--- config.mk ---
export PLATFORM = sky130hd
export DESIGN_NAME = demr_top
export DESIGN_NICKNAME = d
export VERILOG_FILES = /design/src/hw/demr_pkg.sv /design/src/hw/demr_sync.sv /design/src/hw/demr_al_delay.sv /design/src/hw/demr_top.sv
export SDC_FILE = /design/constraint.sdc
export NUM_CORES = 1
export LEC_CHECK = 0
export BUFFER_PORTS_ARGS = -buffer_cell sky130_fd_sc_hd__buf_4
export CAP_MARGIN = 20
export CORE_MARGIN = 1
export CORE_UTILIZATION = 55
export DETAILED_ROUTE_END_ITERATION = 8
export PLACE_DENSITY_LB_ADDON = 0.15
export RECOVER_POWER = 50
export SLEW_MARGIN = 20
export SYNTH_ARGS = -nofsm -noshare
export SYNTH_HDL_FRONTEND = slang
export SYNTH_SLANG_ARGS = --single-unit
--- constraint.sdc ---
create_clock -name clk_i -period 3.1 [get_ports clk_i]
set_input_delay 0.465 -clock clk_i [delete_from_list [all_inputs] [get_ports clk_i]]
set_output_delay 0.465 -clock clk_i [all_outputs]
set_load 0.02 [all_outputs]
--- src/hw/demr_pkg.sv ---
package demr_pkg;
    // register byte offsets on the bus
    localparam logic [7:0] OFS_CTRL = 8'h00;
    localparam logic [7:0] OFS_EXT_ONE = 8'h04;
    localparam logic [7:0] OFS_EXT_TWO = 8'h08;
    localparam logic [7:0] OFS_STATUS = 8'h0C;
    localparam logic [7:0] OFS_LATENCY = 8'h10;
    // reset values
    localparam logic [2:0] CL_RST = 3'h3;
    localparam logic [12:0] EXT_ONE_RST = 13'h0000;
    localparam logic [12:0] EXT_TWO_RST = 13'h0000;
    // field positions in the first extended register
    localparam int LOOP_DISABLE_BIT = 0;
    localparam int DRIVE_REDUCE_BIT = 1;
    localparam int TERMINATION_SEL_LOW = 2;
    localparam int AL_LSB = 3;
    localparam int AL_MSB = 5;
    localparam int TERMINATION_SEL_HIGH = 6;
    localparam int CAL_LSB = 7;
    localparam int CAL_MSB = 9;
    localparam int COMPLEMENT_DISABLE_BIT = 10;
    localparam int STROBE_COPY_ENABLE_BIT = 11;
    localparam int OUTPUT_DISABLE_BIT = 12;
    // field position in the second extended register
    localparam int FAST_REFRESH_BIT = 7;
    // address bits with command meaning
    localparam int DLL_RESET_ADDR_BIT = 8;
    localparam int PRE_ALL_ADDR_BIT = 10;
    // status and latency field positions
    localparam int ST_DLL_EN = 4;
    localparam int ST_DLL_LOCK = 5;
    localparam int ST_CAL_DEF = 6;
    localparam int ST_ERR_LSB = 8;
    localparam int WL_LSB = 8;
    // sticky error flags
    localparam int ERR_BUSY_LOAD = 0;
    localparam int ERR_RSVD_BITS = 1;
    localparam int ERR_RSVD_CODE = 2;
    localparam int ERR_TERM_EARLY = 3;
    localparam int ERR_TERM_SR = 4;
    localparam int ERR_W = 5;
    // bank select codes of a load
    localparam logic [1:0] BA_MODE = 2'h0;
    localparam logic [1:0] BA_ONE = 2'h1;
    localparam logic [1:0] BA_TWO = 2'h2;
    // {cs_n, ras_n, cas_n, we_n}
    localparam logic [3:0] CMD_LOAD = 4'h0;
    localparam logic [3:0] CMD_REFRESH = 4'h1;
    localparam logic [3:0] CMD_PRECHARGE = 4'h2;
    localparam logic [3:0] CMD_ACTIVATE = 4'h3;
    localparam logic [3:0] CMD_WRITE = 4'h4;
    localparam logic [3:0] CMD_READ = 4'h5;
    // timing counts in link clocks
    localparam logic [7:0] DLL_LOCK_CYC = 8'hC8;
    localparam logic [3:0] TERM_WAIT_CYC = 4'h8;
    localparam logic [2:0] AL_RSVD = 3'h7;
    localparam int AL_DEPTH = 6;
    localparam int PIN_W = 21;

    typedef struct packed {
        logic cke;
        logic cs_n;
        logic ras_n;
        logic cas_n;
        logic we_n;
        logic [2:0] ba;
        logic [12:0] addr;
    } demr_pins_t;

    typedef struct packed {
        logic dll_enable;
        logic drive_reduce;
        logic strobe_diff;
        logic strobe_copy;
        logic strobe_copy_n;
        logic dq_out_en;
        logic [1:0] termination_value;
        logic termination_on;
        logic [2:0] posted_additive_delay;
        logic fast_refresh;
    } demr_io_t;

    typedef enum logic [3:0] {
        DEMR_IDLE = 4'h1,
        DEMR_ACT = 4'h2,
        DEMR_PDN = 4'h4,
        DEMR_SR = 4'h8
    } demr_state_t;
endpackage : demr_pkg

--- src/hw/demr_sync.sv ---
`timescale 1ns/10ps
module demr_sync #(
    parameter int W = 1
) (
    // clock and reset
    input wire logic clk_i,
    input wire logic rst_i,
    // asynchronous in, synchronous out
    input wire logic [W-1:0] d_i,
    output logic [W-1:0] q_o
);
    logic [W-1:0] meta_q;
    logic [W-1:0] sync_q;

    // first stage feeds only the second
    always_ff @(posedge clk_i) begin
        if (rst_i) begin
            meta_q <= '0;
            sync_q <= '0;
        end else begin
            meta_q <= d_i;
            sync_q <= meta_q;
        end
    end

    assign q_o = sync_q;
endmodule : demr_sync

--- src/hw/demr_al_delay.sv ---
`timescale 1ns/10ps
module demr_al_delay (
    // clock and reset
    input wire logic clk_i,
    input wire logic rst_i,
    // link edge strobe and commands
    input wire logic step_i,
    input wire logic rd_i,
    input wire logic wr_i,
    input wire logic [2:0] al_i,
    // delayed commands, valid with step_i
    output logic rd_o,
    output logic wr_o
);
    import demr_pkg::*;

    logic [AL_DEPTH-1:0] rd_q;
    logic [AL_DEPTH-1:0] wr_q;
    logic [2:0] tap_w;

    always_ff @(posedge clk_i) begin
        if (rst_i) begin
            rd_q <= '0;
            wr_q <= '0;
        end else if (step_i) begin
            rd_q <= {rd_q[AL_DEPTH-2:0], rd_i};
            wr_q <= {wr_q[AL_DEPTH-2:0], wr_i};
        end
    end

    // reserved delay code behaves as the longest one
    assign tap_w = (al_i > 3'(AL_DEPTH)) ? 3'(AL_DEPTH - 1) : al_i - 3'h1;
    assign rd_o = (al_i == 3'h0) ? rd_i : rd_q[tap_w];
    assign wr_o = (al_i == 3'h0) ? wr_i : wr_q[tap_w];
endmodule : demr_al_delay

--- src/hw/demr_top.sv ---
`timescale 1ns/10ps
module demr_top (
    // clock and reset
    input wire logic clk_i,
    input wire logic rst_i,
    // memory side pins
    input wire logic mem_clk_i,
    input wire logic termination_control_i,
    input wire demr_pkg::demr_pins_t pins_i,
    // wishbone slave
    input wire logic wb_cyc_i,
    input wire logic wb_stb_i,
    input wire logic wb_we_i,
    input wire logic [7:0] wb_adr_i,
    input wire logic [3:0] wb_sel_i,
    input wire logic [31:0] wb_dat_i,
    output logic [31:0] wb_dat_o,
    output logic wb_ack_o,
    output logic wb_err_o,
    // decoded controls
    output demr_pkg::demr_io_t io_o,
    output logic [3:0] read_latency_o,
    output logic [3:0] write_latency_o,
    output logic dll_locked_o,
    output logic rd_issue_o,
    output logic wr_issue_o
);
    import demr_pkg::*;
    // synchronised pins
    logic [PIN_W+1:0] sync_w;
    logic mclk_s;
    logic term_s;
    demr_pins_t pin_s;
    demr_sync #(.W(PIN_W + 2)) u_sync (
        .clk_i(clk_i),
        .rst_i(rst_i),
        .d_i({mem_clk_i, termination_control_i, pins_i}),
        .q_o(sync_w)
    );
    assign mclk_s = sync_w[PIN_W+1];
    assign term_s = sync_w[PIN_W];
    assign pin_s = demr_pins_t'(sync_w[PIN_W-1:0]);
    // registers
    logic mclk_prev_q;
    logic cke_prev_q;
    logic [7:0] bank_open_q;
    logic [7:0] bank_open_d;
    demr_state_t state_q;
    demr_state_t state_d;
    logic [12:0] ext_one_q;
    logic [12:0] ext_two_q;
    logic [2:0] cl_q;
    logic [7:0] lock_cnt_q;
    logic [7:0] lock_cnt_d;
    logic [3:0] term_wait_q;
    logic [3:0] term_wait_d;
    logic [ERR_W-1:0] err_q;
    logic [ERR_W-1:0] err_d;
    demr_io_t io_q;
    demr_io_t io_d;
    logic [3:0] rl_q;
    logic [3:0] wl_q;
    logic locked_q;
    logic rd_iss_q;
    logic wr_iss_q;
    logic ack_q;
    logic err_ack_q;
    logic [31:0] dat_q;
    // command decode at a rising link edge
    logic edge_w;
    logic [3:0] cmd_w;
    logic is_load;
    logic ld_one;
    logic ld_two;
    logic ld_dll_rst;
    logic is_act;
    logic is_pre;
    logic is_rd;
    logic is_wr;
    logic sr_entry;
    logic pd_entry;
    logic cke_exit;
    logic banks_busy;
    assign edge_w = mclk_s & ~mclk_prev_q;
    assign cmd_w = {pin_s.cs_n, pin_s.ras_n, pin_s.cas_n, pin_s.we_n};
    assign is_load = edge_w & cke_prev_q & pin_s.cke & (cmd_w == CMD_LOAD);
    assign ld_one = is_load & (pin_s.ba[1:0] == BA_ONE);
    assign ld_two = is_load & (pin_s.ba[1:0] == BA_TWO);
    assign ld_dll_rst = is_load & (pin_s.ba[1:0] == BA_MODE) & pin_s.addr[DLL_RESET_ADDR_BIT];
    assign is_act = edge_w & pin_s.cke & (cmd_w == CMD_ACTIVATE);
    assign is_pre = edge_w & pin_s.cke & (cmd_w == CMD_PRECHARGE);
    assign is_rd = edge_w & pin_s.cke & (cmd_w == CMD_READ);
    assign is_wr = edge_w & pin_s.cke & (cmd_w == CMD_WRITE);
    assign sr_entry = edge_w & cke_prev_q & ~pin_s.cke & (cmd_w == CMD_REFRESH);
    assign pd_entry = edge_w & cke_prev_q & ~pin_s.cke & (cmd_w != CMD_REFRESH);
    assign cke_exit = edge_w & ~cke_prev_q & pin_s.cke;
    // open rows stand in for bursts in flight too
    assign banks_busy = |bank_open_q;
    // bank tracking
    always_comb begin
        bank_open_d = bank_open_q;
        if (is_act) begin
            bank_open_d[pin_s.ba] = 1'b1;
        end else if (is_pre & pin_s.addr[PRE_ALL_ADDR_BIT]) begin
            bank_open_d = '0;
        end else if (is_pre) begin
            bank_open_d[pin_s.ba] = 1'b0;
        end
    end

    // power state
    always_comb begin
        state_d = state_q;
        case (state_q)
            DEMR_IDLE: begin
                if (sr_entry) begin
                    state_d = DEMR_SR;
                end else if (pd_entry) begin
                    state_d = DEMR_PDN;
                end else if (is_act) begin
                    state_d = DEMR_ACT;
                end
            end
            DEMR_ACT: begin
                if (pd_entry) begin
                    state_d = DEMR_PDN;
                end else if (~|bank_open_d) begin
                    state_d = DEMR_IDLE;
                end
            end
            DEMR_PDN: begin
                if (cke_exit) begin
                    state_d = banks_busy ? DEMR_ACT : DEMR_IDLE;
                end
            end
            DEMR_SR: begin
                if (cke_exit) begin
                    state_d = DEMR_IDLE;
                end
            end
            default: begin
                state_d = DEMR_IDLE;
            end
        endcase
    end

    // loop lock counting, in link clocks
    logic dll_en_w;
    logic dll_restart;
    assign dll_en_w = ~ext_one_q[LOOP_DISABLE_BIT] & (state_q != DEMR_SR);
    assign dll_restart = ld_dll_rst | (cke_exit & (state_q == DEMR_SR));
    always_comb begin
        lock_cnt_d = lock_cnt_q;
        if (~dll_en_w | dll_restart) begin
            lock_cnt_d = '0;
        end else if (edge_w & (lock_cnt_q != DLL_LOCK_CYC)) begin
            lock_cnt_d = lock_cnt_q + 8'h01;
        end
    end

    // termination gating
    logic [1:0] term_code_w;
    logic [1:0] new_code_w;
    logic term_state_ok;
    assign term_code_w = {ext_one_q[TERMINATION_SEL_HIGH], ext_one_q[TERMINATION_SEL_LOW]};
    assign new_code_w = {pin_s.addr[TERMINATION_SEL_HIGH], pin_s.addr[TERMINATION_SEL_LOW]};
    assign term_state_ok = (state_q == DEMR_ACT) | (state_q == DEMR_PDN);
    always_comb begin
        term_wait_d = term_wait_q;
        if (ld_one & (new_code_w != 2'h0)) begin
            term_wait_d = TERM_WAIT_CYC;
        end else if (edge_w & (term_wait_q != 4'h0)) begin
            term_wait_d = term_wait_q - 4'h1;
        end
    end

    // sticky errors, hardware set beats software clear
    logic [ERR_W-1:0] err_set;
    logic [ERR_W-1:0] err_clr;
    logic rsvd_two;
    assign rsvd_two = |(pin_s.addr & ~(13'h1 << FAST_REFRESH_BIT));
    assign err_set[ERR_BUSY_LOAD] = (ld_one | ld_two) & banks_busy;
    assign err_set[ERR_RSVD_BITS] = ((ld_one | ld_two) & pin_s.ba[2]) | (ld_two & rsvd_two);
    assign err_set[ERR_RSVD_CODE] = ld_one & (pin_s.addr[AL_MSB:AL_LSB] == AL_RSVD);
    assign err_set[ERR_TERM_EARLY] = edge_w & term_s & (term_wait_q != 4'h0);
    assign err_set[ERR_TERM_SR] = sr_entry & term_s;
    assign err_d = (err_q & ~err_clr) | err_set;
    // decoded controls from the first register, fast refresh from the second
    logic out_dis_w;
    assign out_dis_w = ext_one_q[OUTPUT_DISABLE_BIT];
    assign io_d.dll_enable = dll_en_w;
    assign io_d.drive_reduce = ext_one_q[DRIVE_REDUCE_BIT];
    assign io_d.strobe_diff = ~ext_one_q[COMPLEMENT_DISABLE_BIT] & ~out_dis_w;
    // copy ball follows its enable bit, and is forced off when outputs are disabled
    assign io_d.strobe_copy = ext_one_q[STROBE_COPY_ENABLE_BIT] & ~out_dis_w;
    assign io_d.strobe_copy_n = ext_one_q[STROBE_COPY_ENABLE_BIT]
        & ~ext_one_q[COMPLEMENT_DISABLE_BIT] & ~out_dis_w;
    assign io_d.dq_out_en = ~out_dis_w;
    assign io_d.termination_value = term_code_w;
    assign io_d.termination_on = (term_code_w != 2'h0) & term_s & term_state_ok
        & (term_wait_q == 4'h0);
    assign io_d.posted_additive_delay = ext_one_q[AL_MSB:AL_LSB];
    assign io_d.fast_refresh = ext_two_q[FAST_REFRESH_BIT];
    // held commands
    logic dly_rd;
    logic dly_wr;
    demr_al_delay u_al (
        .clk_i(clk_i),
        .rst_i(rst_i),
        .step_i(edge_w),
        .rd_i(is_rd),
        .wr_i(is_wr),
        .al_i(ext_one_q[AL_MSB:AL_LSB]),
        .rd_o(dly_rd),
        .wr_o(dly_wr)
    );
    // bus decode
    logic acc_w;
    logic hit_w;
    logic wr_w;
    logic [31:0] rd_mux;
    assign acc_w = wb_cyc_i & wb_stb_i & ~ack_q & ~err_ack_q;
    assign hit_w = (wb_adr_i == OFS_CTRL) | (wb_adr_i == OFS_EXT_ONE)
        | (wb_adr_i == OFS_EXT_TWO) | (wb_adr_i == OFS_STATUS)
        | (wb_adr_i == OFS_LATENCY);
    assign wr_w = acc_w & wb_we_i & wb_sel_i[1];
    assign err_clr = (wr_w & (wb_adr_i == OFS_STATUS)) ? wb_dat_i[ST_ERR_LSB +: ERR_W] : '0;
    assign rd_mux = (wb_adr_i == OFS_CTRL) ? {29'h0, cl_q}
        : (wb_adr_i == OFS_EXT_ONE) ? {19'h0, ext_one_q}
        : (wb_adr_i == OFS_EXT_TWO) ? {19'h0, ext_two_q}
        : (wb_adr_i == OFS_STATUS) ? {19'h0, err_q, 1'b0,
            &ext_one_q[CAL_MSB:CAL_LSB], locked_q, io_q.dll_enable, state_q}
        : (wb_adr_i == OFS_LATENCY) ? {20'h0, wl_q, 4'h0, rl_q}
        : 32'h0;
    // link-side state
    always_ff @(posedge clk_i) begin
        if (rst_i) begin
            mclk_prev_q <= 1'b0;
            cke_prev_q <= 1'b0;
            bank_open_q <= '0;
            state_q <= DEMR_IDLE;
            lock_cnt_q <= '0;
            term_wait_q <= '0;
        end else begin
            mclk_prev_q <= mclk_s;
            cke_prev_q <= edge_w ? pin_s.cke : cke_prev_q;
            bank_open_q <= bank_open_d;
            state_q <= state_d;
            lock_cnt_q <= lock_cnt_d;
            term_wait_q <= term_wait_d;
        end
    end

    // mode contents move only on a load
    always_ff @(posedge clk_i) begin
        if (rst_i) begin
            ext_one_q <= EXT_ONE_RST;
            ext_two_q <= EXT_TWO_RST;
        end else begin
            ext_one_q <= ld_one ? pin_s.addr : ext_one_q;
            ext_two_q <= ld_two ? pin_s.addr : ext_two_q;
        end
    end

    // decoded outputs
    always_ff @(posedge clk_i) begin
        if (rst_i) begin
            io_q <= '0;
            rl_q <= 4'h0;
            wl_q <= 4'h0;
            locked_q <= 1'b0;
            rd_iss_q <= 1'b0;
            wr_iss_q <= 1'b0;
        end else begin
            io_q <= io_d;
            rl_q <= {1'b0, ext_one_q[AL_MSB:AL_LSB]} + {1'b0, cl_q};
            wl_q <= {1'b0, ext_one_q[AL_MSB:AL_LSB]} + {1'b0, cl_q} - 4'h1;
            locked_q <= dll_en_w & (lock_cnt_q == DLL_LOCK_CYC);
            rd_iss_q <= edge_w & dly_rd;
            wr_iss_q <= edge_w & dly_wr;
        end
    end

    // bus slave, answers one cycle after the strobe
    always_ff @(posedge clk_i) begin
        if (rst_i) begin
            ack_q <= 1'b0;
            err_ack_q <= 1'b0;
            dat_q <= '0;
            cl_q <= CL_RST;
            err_q <= '0;
        end else begin
            ack_q <= acc_w & hit_w;
            err_ack_q <= acc_w & ~hit_w;
            dat_q <= (acc_w & hit_w & ~wb_we_i) ? rd_mux : dat_q;
            cl_q <= (acc_w & wb_we_i & wb_sel_i[0] & (wb_adr_i == OFS_CTRL)) ? wb_dat_i[2:0] : cl_q;
            err_q <= err_d;
        end
    end

    assign wb_dat_o = dat_q;
    assign wb_ack_o = ack_q;
    assign wb_err_o = err_ack_q;
    assign io_o = io_q;
    assign read_latency_o = rl_q;
    assign write_latency_o = wl_q;
    assign dll_locked_o = locked_q;
    assign rd_issue_o = rd_iss_q;
    assign wr_issue_o = wr_iss_q;
endmodule : demr_top

# ---- Yosys cells after proc, flatten, opt, wreduce, memory -nomap -nowiden
# Index checks and enable logic that the tools add are counted.
dict set report word_totals {
  in_bits 72
  output_inout_bits 58
  reg_bits 176
}
dict set report op_classes {
  n_addsub 5
  bitwise_logic 78
  eq_ne 24
  reduce_logical 17
  n_mux 29
  order_cmp 4
}
# operator count
set op_table {}
lappend op_table {{$and 1x1->1} 52}
lappend op_table {{$mux 13} 4}
lappend op_table {{$mux 4} 9}
lappend op_table {{$mux 8} 3}
lappend op_table {{$eq 8x4->1 const B} 2}
lappend op_table {{$pmux 4 s4} 1}
lappend op_table {{$reduce_or 8->1} 2}
lappend op_table {{$eq 4x2->1 const B} 3}
lappend op_table {{$eq 4x3->1 const B} 3}
lappend op_table {{$mux 12} 1}
lappend op_table {{$reduce_or 12->1} 1}
lappend op_table {{$not 1->1} 11}
lappend op_table {{$or 1x1->1} 9}
lappend op_table {{$add 8x1->8 const B} 1}
lappend op_table {{$and 8x8->8} 1}
lappend op_table {{$eq 4x1->1 const B} 2}
lappend op_table {{$eq 8x3->1 const B} 1}
lappend op_table {{$eq 8x5->1 const B} 1}
lappend op_table {{$eq 8x8->1 const B} 1}
lappend op_table {{$logic_not 4->1} 2}
lappend op_table {{$logic_not 8->1} 1}
lappend op_table {{$lt 3x4->1 const B} 2}
lappend op_table {{$ne 4x4->1 const B} 2}
lappend op_table {{$ne 8x8->1 const B} 1}
lappend op_table {{other kinds (31)} 41}

# ---- Depth between registers and ports, before layout
dict set report depth {
  depth_word 13
  depth_mapped 7
}

# ---- Hierarchy
# From an unflattened synthesis, not the netlist that was laid out.
dict set report hier_totals {
  hier_cells 724
  hier_area_um2 6546.3
}
# module area_per_inst_um2 cells_per_inst instances
set modules_own_cells {}
lappend modules_own_cells {demr_top 4707.0 568 1}
lappend modules_own_cells {demr_sync 1229.9 96 1}
lappend modules_own_cells {demr_al_delay 609.3 60 1}

# ---- Least setup slack after synthesis
# Ideal clock, no wire load.
dict set report synth_path {
  kind {input-to-reg}
  from {input wb_adr_i[0]}
  to {register dat_q[6] (netlist: wb_dat_o[6])}
  arrival_ns 2.220
  setup_time_ns 0.070
  cell_stages 5
  setup_slack_ns 0.810
  path_buffers 0
  cell_sequence {or4_1 nor4_1 nand2_1 or4b_1 a21oi_1}
}
dict set report synth_via {
  elab_chain_len 7
  elab_cells_between_ends 15
  cone_classes {eq/ne: 4; mux: 4; bitwise: 6; reduce/logical: 1}
}
# element line_no
set synth_lines {}
lappend synth_lines {{from (decl)} demr_top.sv:14} ;# input wire logic [7:0] wb_adr_i,
lappend synth_lines {{$eq 8x3->1 / $logic_not 8->1 (equally long branches)} {demr_top.sv:223, demr_top.sv:229, demr_top.sv:228}}
lappend synth_lines {{$or 1x1->1} demr_top.sv:223} ;# assign hit_w = (wb_adr_i == OFS_CTRL) | (wb_adr_i == OFS_EXT_ONE)
lappend synth_lines {{$or 1x1->1 (2 in a row)} demr_top.sv:224} ;# | (wb_adr_i == OFS_EXT_TWO) | (wb_adr_i == OFS_STATUS)
lappend synth_lines {{$or 1x1->1} demr_top.sv:225} ;# | (wb_adr_i == OFS_LATENCY);
lappend synth_lines {{$and 1x1->1 (2 in a row)} demr_top.sv:295} ;# dat_q <= (acc_w & hit_w & ~wb_we_i) ? rd_mux : dat_q;
lappend synth_lines {{to (signal assigned)} demr_top.sv:295}
lappend synth_lines {{to (decl)} demr_top.sv:68} ;# logic [31:0] dat_q;
# Several ways; a longest one is shown, not always the timed one.
# A chain may end at the register's enable or synchronous reset.

# ---- Worst setup path after layout
dict set report layout_path {
  from {register u_sync.sync_q[13] (netlist: u_sync.q_o[13])}
  to {register state_q[1]}
}
dict set report layout_via {
  elab_chain_len 12
  elab_cells_between_ends 14
  cone_classes {order compare: 2; eq/ne: 1; mux: 5; bitwise: 3; reduce/logical: 3}
}
# element line_no
set layout_lines {}
lappend layout_lines {{from (decl)} demr_sync.sv:13} ;# logic [W-1:0] sync_q;
lappend layout_lines {{from (signal assigned)} demr_sync.sv:22} ;# sync_q <= meta_q;
lappend layout_lines {{$lt 3x4->1 (not written as such) / $ge 3x1->1 (equally long branches)} {demr_top.sv:103, demr_top.sv:107}}
lappend layout_lines {{$logic_and 1x1->1 (not written as such)} {demr_top.sv:103, demr_top.sv:107}}
lappend layout_lines {{$mux 1 (not written as such)} {demr_top.sv:103, demr_top.sv:107}}
lappend layout_lines {{$demux 1 s3 (*)} {demr_top.sv:103, demr_top.sv:107}}
lappend layout_lines {{$not 8->8 (no source line)} --}
lappend layout_lines {{$and 8x8->8 (no source line)} --}
lappend layout_lines {{$mux 8} demr_top.sv:106} ;# end else if (is_pre) begin
lappend layout_lines {{$mux 8} demr_top.sv:104} ;# end else if (is_pre & pin_s.addr[PRE_ALL_ADDR_BIT]) begin
lappend layout_lines {{$mux 8 (*)} demr_top.sv:102} ;# if (is_act) begin
lappend layout_lines {{$reduce_or 8->1 (*)} demr_top.sv:127} ;# end else if (~|bank_open_d) begin
lappend layout_lines {{$ne 3x3->1 (no source line) (*)} --}
lappend layout_lines {{$reduce_and 4->1 (no source line) (*)} --}
lappend layout_lines {{to (signal assigned)} demr_top.sv:248} ;# state_q <= state_d;
lappend layout_lines {{to (decl)} demr_top.sv:48} ;# demr_state_t state_q;
# Mark *: on every way between the ends. The rest lies on a longest branch, timed or not.

==> flow_metrics.tcl <==
set metrics [dict create \
    p_comb_frac 0.045 \
    placementRows 39 \
    synthTopCellsByArea "dfxtp_1, nor2b_1, nor2_1, mux2i_1, buf_4" \
    core_area_sq_um 11400 \
    cts_max_path_bufs 2 \
    ys_ff_latch 157 \
    fill_cells 914 \
    power_density_nw_per_um2 584 \
    grt_start_max_net_pins 52 \
    synth_largest_area_cell "dfxtp_1" \
    final_core_utilization 0.671 \
    power.net_switching_mw 0.943 \
    cell_internal_pwr_mw 3.53 \
    worst_pin_slew_ns 2.14 \
    synth-edff-count 0 \
    timing.final.setup_violations 0 \
    average_wire_per_cell_in_the_routed_design_microns 15.7 \
    data_required_time_at_the_worst_endpoint_ns 3.42 \
    vias_in_the_first_global_route 4754 \
    criticalPathCategory "flop to flop" \
    post_cts_resized 0 \
    synth-seq-area-share 0.486 \
    worstPathMaxFanout 12 \
    buffer_ports.inserted 84 \
    cp-end-kind "flop" \
    grt_antenna_before_repair 0 \
    power.share.sequential 0.465 \
    share_of_final_layout_standard_cells_stronger_than_drive_strength_1 0.138 \
    cts_setup_buffers 0 \
    cpMaxStageDelayCell "or4b_1" \
    clk-insertion-delay-late_ns 0.43 \
    numClockSinks 157 \
    cp_data_arrival_time_ns 2.91 \
    number_of_pins_exceeding_their_max_slew_limit_in_the_final_report 52 \
    cellLeakagePower_nw 3.21 \
    global_route_wire_length_before_repair_microns 22900 \
    clock_tree.root_cell "clkbuf_16" \
    die_x_microns 110 \
    slew_headroom -0.425 \
    hold_violations 0 \
    worstPathCellList "or3b_2 -> a2111oi_0 -> o22ai_1 -> or4b_1 -> o21a_1" \
    die_y_microns 110 \
    detailedRoute.firstPassIterationCount 5 \
    h-tree-depth 4 \
    ys.flop_type "dfxtp_1" \
    diodes 0 \
    remaining_drc_errors 0 \
    post-dp-hpwl_microns 10200 \
    design.final.nets 851 \
    final_period_minus_worst_setup_slack_ns 2.59 \
    synth_async_sr_flop_share 0 \
    finClkSkew_ns 0.00694 \
    number_of_buffers_added_by_the_clock_tree_synthesis_step 17 \
    max_cap_violations 1 \
    number_of_drc_markers_in_iteration_0 378 \
    final_min_period_over_clock_period 0.834 \
    route.final.wire_length_microns 14500 \
    holdCritPathClass "input port to flop" \
    last_weighted_congestion_value_of_the_routability_driven_placer 0.882 \
    switch_share 0.211 \
    grt_setup_unrepaired "false" \
    outcome "finished, violations left" \
    floorplan_die_area_sq_um 12200 \
    maxClockFrequency_mhz 387 \
    violations "capacitance limit, slew limit" \
    postSynthAreaPerCell_sq_um 9.28 \
    flow.area_growth_from_synthesis_pct 18.6 \
    starting_density_of_the_core 0.566 \
    groute.usage.overall 0.249 \
    critPathMaxStageDelay_ns 0.59 \
    post_drt_antenna_nets 0 \
    syn-cell-area_sq_um 6460 \
    synth_largest_type_area_fraction 0.486 \
    share_clk_of_total_power 0.490 \
    synth.distinct_cells 60 \
    design.portCount 130 \
    viasPerCell 5.69 \
    peakVddDrop_mv 0.365 \
    tritoncts_clock_tree "built" \
    num_vias 5259 \
    yosys_warnings 0 \
    setup_total_negative_slack_ns 0 \
    overflow 0 \
    startpoint_type "flop" \
    worst_setup_hold_path_clk_slew_ns 0.06 \
    syn_inst 696 \
    ctsHoldBuffers 0 \
]
[kinds of logic (layout without fill, tap and decap cells)]
kind of cell,count (synthesis),count (layout),synth area share
buf+inv,80,147,0.0579
flops,157,157,0.486
other cells,1,19,0.000580
simple gates,277,277,0.228
xor+xnor,13,13,0.0176
fa+ha+maj,11,11,0.0225
compound gates,124,124,0.135
mux,33,33,0.0519
[worst max-delay path, delay by kind of cell, from the launching register on]
| kind | cells | cell delay [ns] |
|---|---|---|
| AND/OR/NAND/NOR | 2 | 1.06 |
| AO/OA/AOI/OAI | 3 | 0.92 |
| flip-flops | 1 | 0.50 |
[layout by cell type (no fill, tap or decap), types with 15 or more instances in the layout]
master,n
inv_1,23
nor3_1,18
a21oi_1,26
dfxtp_1,157
a22oi_1,17
nor2_1,81
clkbuf_16,17
buf_4,68
mux2i_1,29
nand2_1,36
clkbuf_1,24
nor2b_1,60
conb_1,19
nand2b_1,15
[path summary, 6_finish.rpt]
kind / slack, ns / cells after the start / startpoint / endpoint
worst max register to register: 0.51 / 5 / u_sync.q_o[13]$_SDFF_PP0_ / state_q[1]$_SDFFE_PP0P_
worst max-delay path: 0.51 / 5 / u_sync.q_o[13]$_SDFF_PP0_ / state_q[1]$_SDFFE_PP0P_
worst min register to register: 0.43 / 1 / u_sync.meta_q[17]$_SDFF_PP0_ / u_sync.q_o[17]$_SDFF_PP0_
worst min-delay path: 0.24 / 2 / wb_adr_i[1] / wb_ack_o$_SDFF_PP0_
[final cells by class]
| type | instances | area (sq um) | area share |
|---|---|---|---|
| Sequential cell | 157 | 3140 | 0.410 |
| Multi-Input combinational cell | 477 | 3010 | 0.393 |
| Timing Repair Buffer | 92 | 601 | 0.0784 |
| Clock buffer | 23 | 508 | 0.0663 |
| Tap cell | 143 | 179 | 0.0234 |
| Clock inverter | 9 | 131 | 0.0172 |
| Inverter | 23 | 86.3 | 0.0113 |
[power by group through the flow]
stage	clock network (mW)	logic (mW)	registers (mW)
2_1_floorplan	0	0.144	2.12
3_3_place_gp	0	0.200	2.12
3_5_place_dp	0	0.203	2.12
4_1_cts	2.21	0.204	2.08
5_1_grt	2.30	0.223	2.08
6_report	2.19	0.202	2.08
[cells in the mapped netlist, drive strengths merged (6+ instances only)]
master and instances:
nor3 18, nor2 81, nand3 10, and2 7
a21oi 26, dfxtp 157, nor4 11, nor2b 60
inv 23, xor2 9, a2111oi 6, clkbuf 34
o21ai 13, o2bb2ai 6, buf 23, o22ai 6
ha 10, mux2i 29, nand2b 15, a31oi 9
nand2 36, a22oi 17
[per-layer routing]
layer	GRT usage	vias up	part of all wire	wire, microns
met4	0.117	0	0.028	411
li1	-	2555	-	-
met3	0.0541	32	0.055	795
met2	0.409	186	0.48	6970
met5	0	-	0	0
met1	0.312	2486	0.44	6330
[per-stage QoR]
step                total power, mW  instances  hold WS (ns)  setup slack [ns]  cell area (sq um)
global placement               2.32        892         0.418             0.597               7110
global route                   4.61        924         0.242             0.270               7660
finish                         4.47        924         0.245             0.514               7660
CTS                            4.49        924         0.236             0.571               7750
detailed placement             2.32        892         0.423             0.577               7110
floorplan                      2.26        714         0.414             0.810               6530
[sequential cells by signal, summed over array words and instances, names as in the netlist, 5 cells and up]
register	flops
ext_two_q	13
u_sync.q_o	23
bank_open_q	8
wb_dat_o	13
u_al.rd_q	6
err_q	5
io_o	13
u_sync.meta_q	23
lock_cnt_q	8
ext_one_q	13
u_al.wr_q	6
No activity file was read; power rests on OpenSTA's default activity.
